<file path="src/ccu_pkg.sv">
// Package with register map, field layout, mode codes and reset values of the capture/compare unit.
package ccu_pkg;

  // Bus geometry: each register index is one 32-bit word, byte address is four times the index.
  localparam int unsigned CCU_ADDR_W     = 10;
  localparam int unsigned CCU_IDX_W      = 8;
  localparam int unsigned CCU_DATA_W     = 32;
  localparam int unsigned CCU_BE_W       = 4;
  localparam int unsigned CCU_CNT_W      = 16;
  localparam int unsigned CCU_BYTE_W     = 8;

  // Register indices.
  localparam logic [7:0] CCU_IDX_FLAG    = 8'h0C;
  localparam logic [7:0] CCU_IDX_VAL_LO  = 8'h15;
  localparam logic [7:0] CCU_IDX_VAL_HI  = 8'h16;
  localparam logic [7:0] CCU_IDX_CTRL    = 8'h17;
  localparam logic [7:0] CCU_IDX_ENABLE  = 8'h8C;

  // Control register layout: duty bits 5:4, mode field 3:0, bits 7:6 read as zero.
  localparam int unsigned CCU_CTRL_MODE_LSB = 0;
  localparam int unsigned CCU_CTRL_MODE_W   = 4;
  localparam int unsigned CCU_CTRL_DUTY_LSB = 4;
  localparam int unsigned CCU_CTRL_DUTY_W   = 2;
  localparam logic [7:0]  CCU_CTRL_RESET    = 8'h00;

  // Event flag and event enable both sit at bit 2 of their registers.
  localparam int unsigned CCU_EVENT_BIT     = 2;

  // Mode field encodings.
  localparam logic [3:0] CCU_MODE_OFF      = 4'h0;
  localparam logic [3:0] CCU_MODE_CAP_FALL = 4'h4;
  localparam logic [3:0] CCU_MODE_CAP_RISE = 4'h5;
  localparam logic [3:0] CCU_MODE_CAP_4TH  = 4'h6;
  localparam logic [3:0] CCU_MODE_CAP_16TH = 4'h7;
  localparam logic [3:0] CCU_MODE_CMP_HIGH = 4'h8;
  localparam logic [3:0] CCU_MODE_CMP_LOW  = 4'h9;
  localparam logic [3:0] CCU_MODE_CMP_SWI  = 4'hA;
  localparam logic [3:0] CCU_MODE_CMP_SEV  = 4'hB;

  // Prescaler terminal counts for the every 4th and every 16th rising edge modes.
  localparam logic [3:0] CCU_PSC_LAST_4    = 4'h3;
  localparam logic [3:0] CCU_PSC_LAST_16   = 4'hF;

  // Reset values of the value register bytes.
  localparam logic [7:0] CCU_VAL_RESET     = 8'h00;

endpackage

</file>
<file path="src/ccu_pin_sync.sv">
// Three-stage pin synchroniser that accepts a new level once stages two and three agree.
`timescale 1ns/1ps
`default_nettype none
module ccu_pin_sync
(
  input  wire logic mclk,
  input  wire logic rst,
  input  wire logic pin_async,
  output logic      level_q
);

  logic s1_q;
  logic s2_q;
  logic s3_q;

  // The chain; the first stage feeds only the second stage.
  always_ff @(posedge mclk or posedge rst)
  begin
    if (rst)
    begin
      s1_q <= 1'b0;
      s2_q <= 1'b0;
      s3_q <= 1'b0;
    end
    else
    begin
      s1_q <= pin_async;
      s2_q <= s1_q;
      s3_q <= s2_q;
    end
  end

  // A change is accepted only when the last two stages agree, which filters one-cycle glitches.
  always_ff @(posedge mclk or posedge rst)
  begin
    if (rst)
      level_q <= 1'b0;
    else if (s2_q == s3_q)
      level_q <= s3_q;
  end

endmodule
`default_nettype wire

</file>
<file path="src/ccu_top.sv">
// Capture/compare unit with an Avalon-MM register slave, pin logic and special event trigger.
//
// Behaviour
// Sixteen-bit value register as low and high byte plus control register, all R/W.
// First timebase serves capture and compare; second timebase only serves PWM.
// Capture copies the whole sixteen-bit first timebase count into the value register.
// Capture event: falling edge, rising edge, every fourth or sixteenth rising edge.
// Each capture sets the event flag at bit two; software clears it.
// A new capture overwrites an unread earlier value.
// With the pin driven, a port latch change may cause a capture.
// Software runs the first timebase in timer or synchronized counter mode.
// Mode change may flag falsely; software masks and clears around it.
// Prescaler counter is cleared whenever the unit is off or not capturing.
// Switching prescale settings directly keeps the counter and may flag.
// Software turns the unit off before loading a new prescale mode.
// Compare match drives the pin high, low, or leaves it unchanged.
// Every compare match sets the event flag in every compare sub-mode.
// Software makes the pin an output for compare, input for capture.
// Writing zero to the control register forces the compare latch low.
// Software interrupt sub-mode leaves the pin alone and only flags.
// Special event match clears the first timebase, making a period register.
// Special event also pulses an A/D start-conversion request.
// Mode value 1011 selects the special event trigger.
// Timebase clearing by the trigger never sets its overflow flag.
// A coinciding software timebase write wins over the trigger.
// Mode zero means off: no captures, compare actions or flags.
`timescale 1ns/1ps
`default_nettype none
module ccu_top
  import ccu_pkg::*;
(
  input  wire logic                  mclk,
  input  wire logic                  rst,
  input  wire logic [CCU_ADDR_W-1:0] avs_address,
  input  wire logic                  avs_read,
  input  wire logic                  avs_write,
  input  wire logic [CCU_DATA_W-1:0] avs_writedata,
  input  wire logic [CCU_BE_W-1:0]   avs_byteenable,
  output logic [CCU_DATA_W-1:0]      avs_readdata,
  output logic                       avs_waitrequest,
  input  wire logic [CCU_CNT_W-1:0]  tb_count,
  input  wire logic                  tb_write,
  output logic                       tb_clear,
  output logic                       adc_start,
  input  wire logic                  port_dir_in,
  input  wire logic                  port_data,
  input  wire logic                  pin_in,
  output logic                       pin_out,
  output logic                       pin_oe
);

  // True for the four capture encodings.
  function automatic logic ccu_is_capture(input logic [3:0] mode);
    ccu_is_capture = (mode == CCU_MODE_CAP_FALL) || (mode == CCU_MODE_CAP_RISE) ||
                     (mode == CCU_MODE_CAP_4TH) || (mode == CCU_MODE_CAP_16TH);
  endfunction

  // True for the four compare encodings.
  function automatic logic ccu_is_compare(input logic [3:0] mode);
    ccu_is_compare = (mode == CCU_MODE_CMP_HIGH) || (mode == CCU_MODE_CMP_LOW) ||
                     (mode == CCU_MODE_CMP_SWI) || (mode == CCU_MODE_CMP_SEV);
  endfunction

  logic [7:0]           val_lo_q;
  logic [7:0]           val_hi_q;
  logic [7:0]           ctrl_q;
  logic                 flag_q;
  logic                 enable_q;
  logic                 wait_q;
  logic [31:0]          rdata_q;
  logic [3:0]           psc_q;
  logic                 prev_q;
  logic                 match_prev_q;
  logic                 cmp_latch_q;
  logic                 tb_clear_q;
  logic                 adc_start_q;
  logic                 pin_out_q;
  logic                 pin_oe_q;
  logic                 pin_level;
  logic [3:0]           mode;
  logic [CCU_IDX_W-1:0] idx;
  logic                 wr_acc;
  logic                 wr_lane0;
  logic                 sample;
  logic                 rise;
  logic                 fall;
  logic                 cap_evt;
  logic                 match;
  logic                 cmp_evt;
  logic [31:0]          rdata_d;

  // Synchronised pin level for capture.
  ccu_pin_sync u_pin_sync
  (
    .mclk      (mclk),
    .rst       (rst),
    .pin_async (pin_in),
    .level_q   (pin_level)
  );

  // Decoded request terms; writes take effect only on the edge that ends the accept cycle.
  assign mode     = ctrl_q[CCU_CTRL_MODE_LSB +: CCU_CTRL_MODE_W];
  assign idx      = avs_address[CCU_ADDR_W-1:2];
  assign wr_acc   = avs_write && !wait_q;
  assign wr_lane0 = wr_acc && avs_byteenable[0];

  // Bus handshake: one wait cycle, then one accept cycle, so every access takes two edges.
  always_ff @(posedge mclk or posedge rst)
  begin
    if (rst)
      wait_q <= 1'b1;
    else
      wait_q <= !((avs_read || avs_write) && wait_q);
  end

  // Read multiplexer; unmapped indices answer zero.
  always_comb
  begin
    rdata_d = 32'h0000_0000;
    case (idx)
      CCU_IDX_VAL_LO: rdata_d[7:0] = val_lo_q;
      CCU_IDX_VAL_HI: rdata_d[7:0] = val_hi_q;
      CCU_IDX_CTRL:   rdata_d[7:0] = ctrl_q;
      CCU_IDX_FLAG:   rdata_d[CCU_EVENT_BIT] = flag_q;
      CCU_IDX_ENABLE: rdata_d[CCU_EVENT_BIT] = enable_q;
      default:        rdata_d = 32'h0000_0000;
    endcase
  end

  // Read data is sampled in the wait cycle and stands through the accept cycle.
  always_ff @(posedge mclk or posedge rst)
  begin
    if (rst)
      rdata_q <= 32'h0000_0000;
    else if (avs_read && wait_q)
      rdata_q <= rdata_d;
  end

  // Control register; duty bits are stored only, since PWM is not built here.
  always_ff @(posedge mclk or posedge rst)
  begin
    if (rst)
      ctrl_q <= CCU_CTRL_RESET;
    else if (wr_lane0 && idx == CCU_IDX_CTRL)
      ctrl_q <= {2'b00, avs_writedata[5:0]};
  end

  // Event enable is kept for software only; the block has no interrupt line.
  always_ff @(posedge mclk or posedge rst)
  begin
    if (rst)
      enable_q <= 1'b0;
    else if (wr_lane0 && idx == CCU_IDX_ENABLE)
      enable_q <= avs_writedata[CCU_EVENT_BIT];
  end

  // Capture source: while the unit drives the pin, its own output is looked at, so a port
  // latch change reaches the edge detector without a round trip through the pad.
  assign sample = pin_oe_q ? pin_out_q : pin_level;
  assign rise   = sample && !prev_q;
  assign fall   = !sample && prev_q;

  // The edge history is not reset on mode changes, which is why a mode switch can flag.
  always_ff @(posedge mclk or posedge rst)
  begin
    if (rst)
      prev_q <= 1'b0;
    else
      prev_q <= sample;
  end

  // Capture event selection by mode field.
  always_comb
  begin
    case (mode)
      CCU_MODE_CAP_FALL: cap_evt = fall;
      CCU_MODE_CAP_RISE: cap_evt = rise;
      CCU_MODE_CAP_4TH:  cap_evt = rise && (psc_q[1:0] == CCU_PSC_LAST_4[1:0]);
      CCU_MODE_CAP_16TH: cap_evt = rise && (psc_q == CCU_PSC_LAST_16);
      default:           cap_evt = 1'b0;
    endcase
  end

  // Prescaler: counts rising edges in capture modes, cleared otherwise, kept across
  // prescale changes so the first capture after a switch can come early. A control write
  // that leaves capture clears it on the same edge, so no count is held while the unit is off.
  always_ff @(posedge mclk or posedge rst)
  begin
    if (rst)
      psc_q <= 4'h0;
    else if (!ccu_is_capture(mode))
      psc_q <= 4'h0;
    else if (wr_lane0 && idx == CCU_IDX_CTRL &&
             !ccu_is_capture(avs_writedata[CCU_CTRL_MODE_LSB +: CCU_CTRL_MODE_W]))
      psc_q <= 4'h0;
    else if (rise)
      psc_q <= psc_q + 4'h1;
  end

  // Compare acts once per arrival at equality, not on every cycle the count rests there.
  assign match   = ccu_is_compare(mode) && (tb_count == {val_hi_q, val_lo_q});
  assign cmp_evt = match && !match_prev_q;

  always_ff @(posedge mclk or posedge rst)
  begin
    if (rst)
      match_prev_q <= 1'b0;
    else
      match_prev_q <= match;
  end

  // Value bytes: software writes, and a capture overwrites whatever is held.
  always_ff @(posedge mclk or posedge rst)
  begin
    if (rst)
    begin
      val_lo_q <= CCU_VAL_RESET;
      val_hi_q <= CCU_VAL_RESET;
    end
    else if (cap_evt)
    begin
      val_lo_q <= tb_count[7:0];
      val_hi_q <= tb_count[15:8];
    end
    else
    begin
      if (wr_lane0 && idx == CCU_IDX_VAL_LO)
        val_lo_q <= avs_writedata[7:0];
      if (wr_lane0 && idx == CCU_IDX_VAL_HI)
        val_hi_q <= avs_writedata[7:0];
    end
  end

  // Event flag: a writing zero clears it, and a same-cycle event wins over the clear.
  always_ff @(posedge mclk or posedge rst)
  begin
    if (rst)
      flag_q <= 1'b0;
    else if (cap_evt || cmp_evt)
      flag_q <= 1'b1;
    else if (wr_lane0 && idx == CCU_IDX_FLAG)
      flag_q <= flag_q && avs_writedata[CCU_EVENT_BIT];
  end

  // Compare output latch, separate from the port data latch.
  always_ff @(posedge mclk or posedge rst)
  begin
    if (rst)
      cmp_latch_q <= 1'b0;
    else if (wr_lane0 && idx == CCU_IDX_CTRL && avs_writedata[7:0] == 8'h00)
      cmp_latch_q <= 1'b0;
    else if (cmp_evt && mode == CCU_MODE_CMP_HIGH)
      cmp_latch_q <= 1'b1;
    else if (cmp_evt && mode == CCU_MODE_CMP_LOW)
      cmp_latch_q <= 1'b0;
  end

  // Special event trigger: one-cycle clear of the timebase unless software writes it
  // in the same cycle, and a one-cycle conversion start. No overflow flag is raised here.
  always_ff @(posedge mclk or posedge rst)
  begin
    if (rst)
    begin
      tb_clear_q  <= 1'b0;
      adc_start_q <= 1'b0;
    end
    else
    begin
      tb_clear_q  <= cmp_evt && (mode == CCU_MODE_CMP_SEV) && !tb_write;
      adc_start_q <= cmp_evt && (mode == CCU_MODE_CMP_SEV);
    end
  end

  // Pin driver: compare modes show the compare latch, otherwise the port latch passes.
  // The direction bit stays under software control, one means input.
  always_ff @(posedge mclk or posedge rst)
  begin
    if (rst)
    begin
      pin_out_q <= 1'b0;
      pin_oe_q  <= 1'b0;
    end
    else
    begin
      pin_out_q <= ccu_is_compare(mode) ? cmp_latch_q : port_data;
      pin_oe_q  <= !port_dir_in;
    end
  end

  // Registered outputs.
  assign avs_readdata    = rdata_q;
  assign avs_waitrequest = wait_q;
  assign tb_clear        = tb_clear_q;
  assign adc_start       = adc_start_q;
  assign pin_out         = pin_out_q;
  assign pin_oe          = pin_oe_q;
endmodule
`default_nettype wire

</file>
<file path="config.mk">
export PLATFORM = sky130hd
export DESIGN_NAME = ccu_top
export DESIGN_NICKNAME = d
export VERILOG_FILES = /design/src/ccu_pkg.sv /design/src/ccu_pin_sync.sv /design/src/ccu_top.sv
export SDC_FILE = /design/constraint.sdc
export NUM_CORES = 1
export LEC_CHECK = 0
export BUFFER_PORTS_ARGS = -buffer_cell sky130_fd_sc_hd__buf_2
export CAP_MARGIN = 40
export CELL_PAD_IN_SITES_DETAIL_PLACEMENT = 1
export CELL_PAD_IN_SITES_GLOBAL_PLACEMENT = 1
export CORE_ASPECT_RATIO = 0.7
export CORE_UTILIZATION = 36
export CTS_CLUSTER_DIAMETER = 150
export DETAILED_ROUTE_END_ITERATION = 8
export GPL_TIMING_DRIVEN = 0
export HOLD_SLACK_MARGIN = 0.05
export PLACE_DENSITY_LB_ADDON = 0.3
export SLEW_MARGIN = 20
export SYNTH_ARGS = -nofsm -noshare
export SYNTH_HDL_FRONTEND = slang
export SYNTH_SLANG_ARGS = --single-unit
</file>
<file path="constraint.sdc">
create_clock -name mclk -period 2.38 [get_ports mclk]
set_clock_uncertainty 0.2 [all_clocks]
set_input_delay 0.476 -clock mclk [delete_from_list [all_inputs] [get_ports mclk]]
set_output_delay 0.476 -clock mclk [all_outputs]
set_load 0.1 [all_outputs]
</file>
==> reports/metrics.cfg <==
[sta]
worstMarginPinSlew_ps=608
layout_setup_ws_ps=116
rsz0062_at_grt=false
fin_tns_setup_ps=0
max_freq_mhz=442
final_max_slew_viol_count=0
timing.slew.headroom_pct=59.5
finalSetupViolCount=0
finalHoldViolations=0
min_period_ps=2260
period_share_pct=95.1

[layout]
multi_input_area_um2=1280
fillerInstances=828
area_growth_pct=22.7
nNetsFinal=422
antenna_cells=0
regArea_um2=1200
final_layout_size_suffix_gt1_share_pct=30.1
fin_area_um2=3240

[setup_path]
critPathKind=primary input to flip-flop
cp_slowest_cell=o21ai_1
reg2reg_from=pin_oe
cp_data_required_time_ps=2350
cp_num_cells=6
r2r_cells=6
regToRegEndpoint=val_hi_q[3]
path_delay_family=simple AND/OR/NAND/NOR gates
cp_data_arrival_time_ps=2230
regToRegSetupSlack_ps=220
start_kind=primary input
cp_num_buf_inv=1
endpoint_kind=flip-flop
cp_slowest_stage_delay_ps=460
crit_chain=buf_2 > or3b_1 > nor3_2 > nand3_1 > o21ai_1 > nor2_1
cp_max_fo=7

[logic_synthesis]
yosysTopAreaCellShare_pct=44.5
yosysTopAreaCell=dfrtp_1
synth_edf_count=0
synth-main-ff-cell=dfrtp_1
syn-instance-count=266
postSynth.asyncResetShare_pct=100
yosys-top-cells-area=dfrtp_1, mux2i_1, buf_4, nand2_1, o21ai_1
synth_seq_area_share_pct=45.5
ys_ff_latch=48
synth_most_common_cell=dfrtp_1
synth_cell_type_count=50
synth_warnings=0
synth_area_per_cell_um2=9.93
synth_common_cells=dfrtp_1, nand2_1, buf_4
syn_area_um2=2640

[cts]
htree_levels=2
cts_setup_buffers=0
clk_pin_slew_ps=80
clock_path_buffers=2
cts_tree=yes
numCtsBuffers=5
cts_sinks=48
cts.root.buffer_cell=clkbuf_8
clock_latency_ps=290

[pwr]
peakVddDrop_uv=317
power_leakage_nw=1.65
power.density_nw_per_um2=559

[worst_hold_path]
hold_path_end=u_pin_sync.s1_q
holdPathStages=1
hold_path.class=primary input to flip-flop
hp-start=pin_in

[place]
dp_hpwl_mm=5.61
dp_slack_ps=-193
gp_congestion=0.833
dpl_cell_area_um2=3130
port_buffers=53

[routing]
wirelength_mm=7.11
vias=2212
drcViolationCount=0
final_antenna_net_count=0
initialDrtViolationCount=120
drt_pass1_iterations=4
vias_per_cell=4.96
wl_per_cell_um=15.9

[die]
io_pins=107
rows=25
dieArea_um2=7690
die_y_um=73.7
start_util_pct=38.2
coreArea_um2=6910
die_x_um=104

[global_route]
grt_pass1_wl_mm=11.4
grt_usage_pct=19.4
antenna_found_initial=0
overflow=0
grt_pass1_vias=2168
grt_max_degree=34

[run_status]
run_status=completed

[run]
cap_violations=0

[placed cells by master, fill, tap and decap left out, drive strengths merged, types with 2 or more instances in the layout]
master  synthesis  final
or3b            2      2
mux2i          18     18
o31ai           4      4
dfrtp          47     47
conb            1     24
nand4           4      4
clkinv          0      2
inv             9      9
xnor2           9      9
o21ai          27     27
nand2b          2      2
xor2            5      5
nand2          37     37
mux2           12     12
a22oi           8      8
buf            25     79
nor3            4      4
nand3           3      3
or4             3      3
nor2            9      9
nor4            4      4
clkbuf          7     13
nor2b           7      7
[worst max path at each step]
stage / slack (ps) / endpoint / from
floorplan: 210 / val_hi_q[0] / pin_oe
global placement: -280 / pin_oe / rst
detailed placement: -190 / val_hi_q[5] / avs_address[2]
CTS: 50 / val_hi_q[5] / pin_oe
global route: 10 / psc_q[2] / avs_address[9]
finish: 120 / psc_q[2] / avs_address[9]
[layer usage]
metal  track usage [%]  routed length, um
met1              28.8               3740
met2              30.3               3100
met3              3.64                247
met4              2.38                 22
met5                 0                  0
[flip-flops by register name, summed over array words and instances (netlist names), 4 cells and up]
register	flops
psc_q	4
val_hi_q	8
ctrl_q	6
val_lo_q	8
avs_readdata	8
[cell type report]
cell class | count | area share, %
Clock buffer | 6 | 2.55
Clock inverter | 2 | 0.309
Multi-Input combinational cell | 200 | 39.6
Buffer | 32 | 6.60
Tap cell | 94 | 3.63
Inverter | 9 | 1.04
Sequential cell | 48 | 37.2
Timing Repair Buffer | 55 | 9.11
[timing repair]
| item | 4_1_cts | 5_1_grt |
|---|---|---|
| hold buffers | 1 | 0 |
| gates resized for setup | 1 | 5 |
| endpoints found under the setup margin | 2 | 14 |
| endpoints found under the hold margin | 15 | 0 |
[stage by stage]
step | cells | util [%] | hold slack [ps] | total power, W
4_1_cts | 446 | 46.8 | 89.5 | 0.00182
3_3_place_gp | 436 | 45.0 | 135 | 0.00131
5_1_grt | 446 | 46.9 | 79.0 | 0.00188
2_1_floorplan | 289 | - | 131 | 0.00122
6_report | 446 | 46.9 | 93.0 | 0.00181
3_5_place_dp | 437 | 45.3 | 136 | 0.00132
[cell families after synthesis]
group                      count (synthesis)  share of synthesized area (%)
and+or+nand+nor                           82                           16.2
adders and majority gates                  2                          0.853
other                                      1                          0.142
muxes                                     30                           12.1
DFF                                       48                           45.5
AOI/OAI and AO/OA                         48                           11.3
buffers and inverters                     41                           9.24
xor gates and xnor gates                  14                           4.64
[where the power goes]
part	internal, W	switching (W)	total (W)
Clock	0.000232	0.000270	0.000502
Combinational	0.000114	0.000315	0.000429
Sequential	0.000850	0.0000296	0.000879
Note: power is estimated with default switching activity, not from simulation.
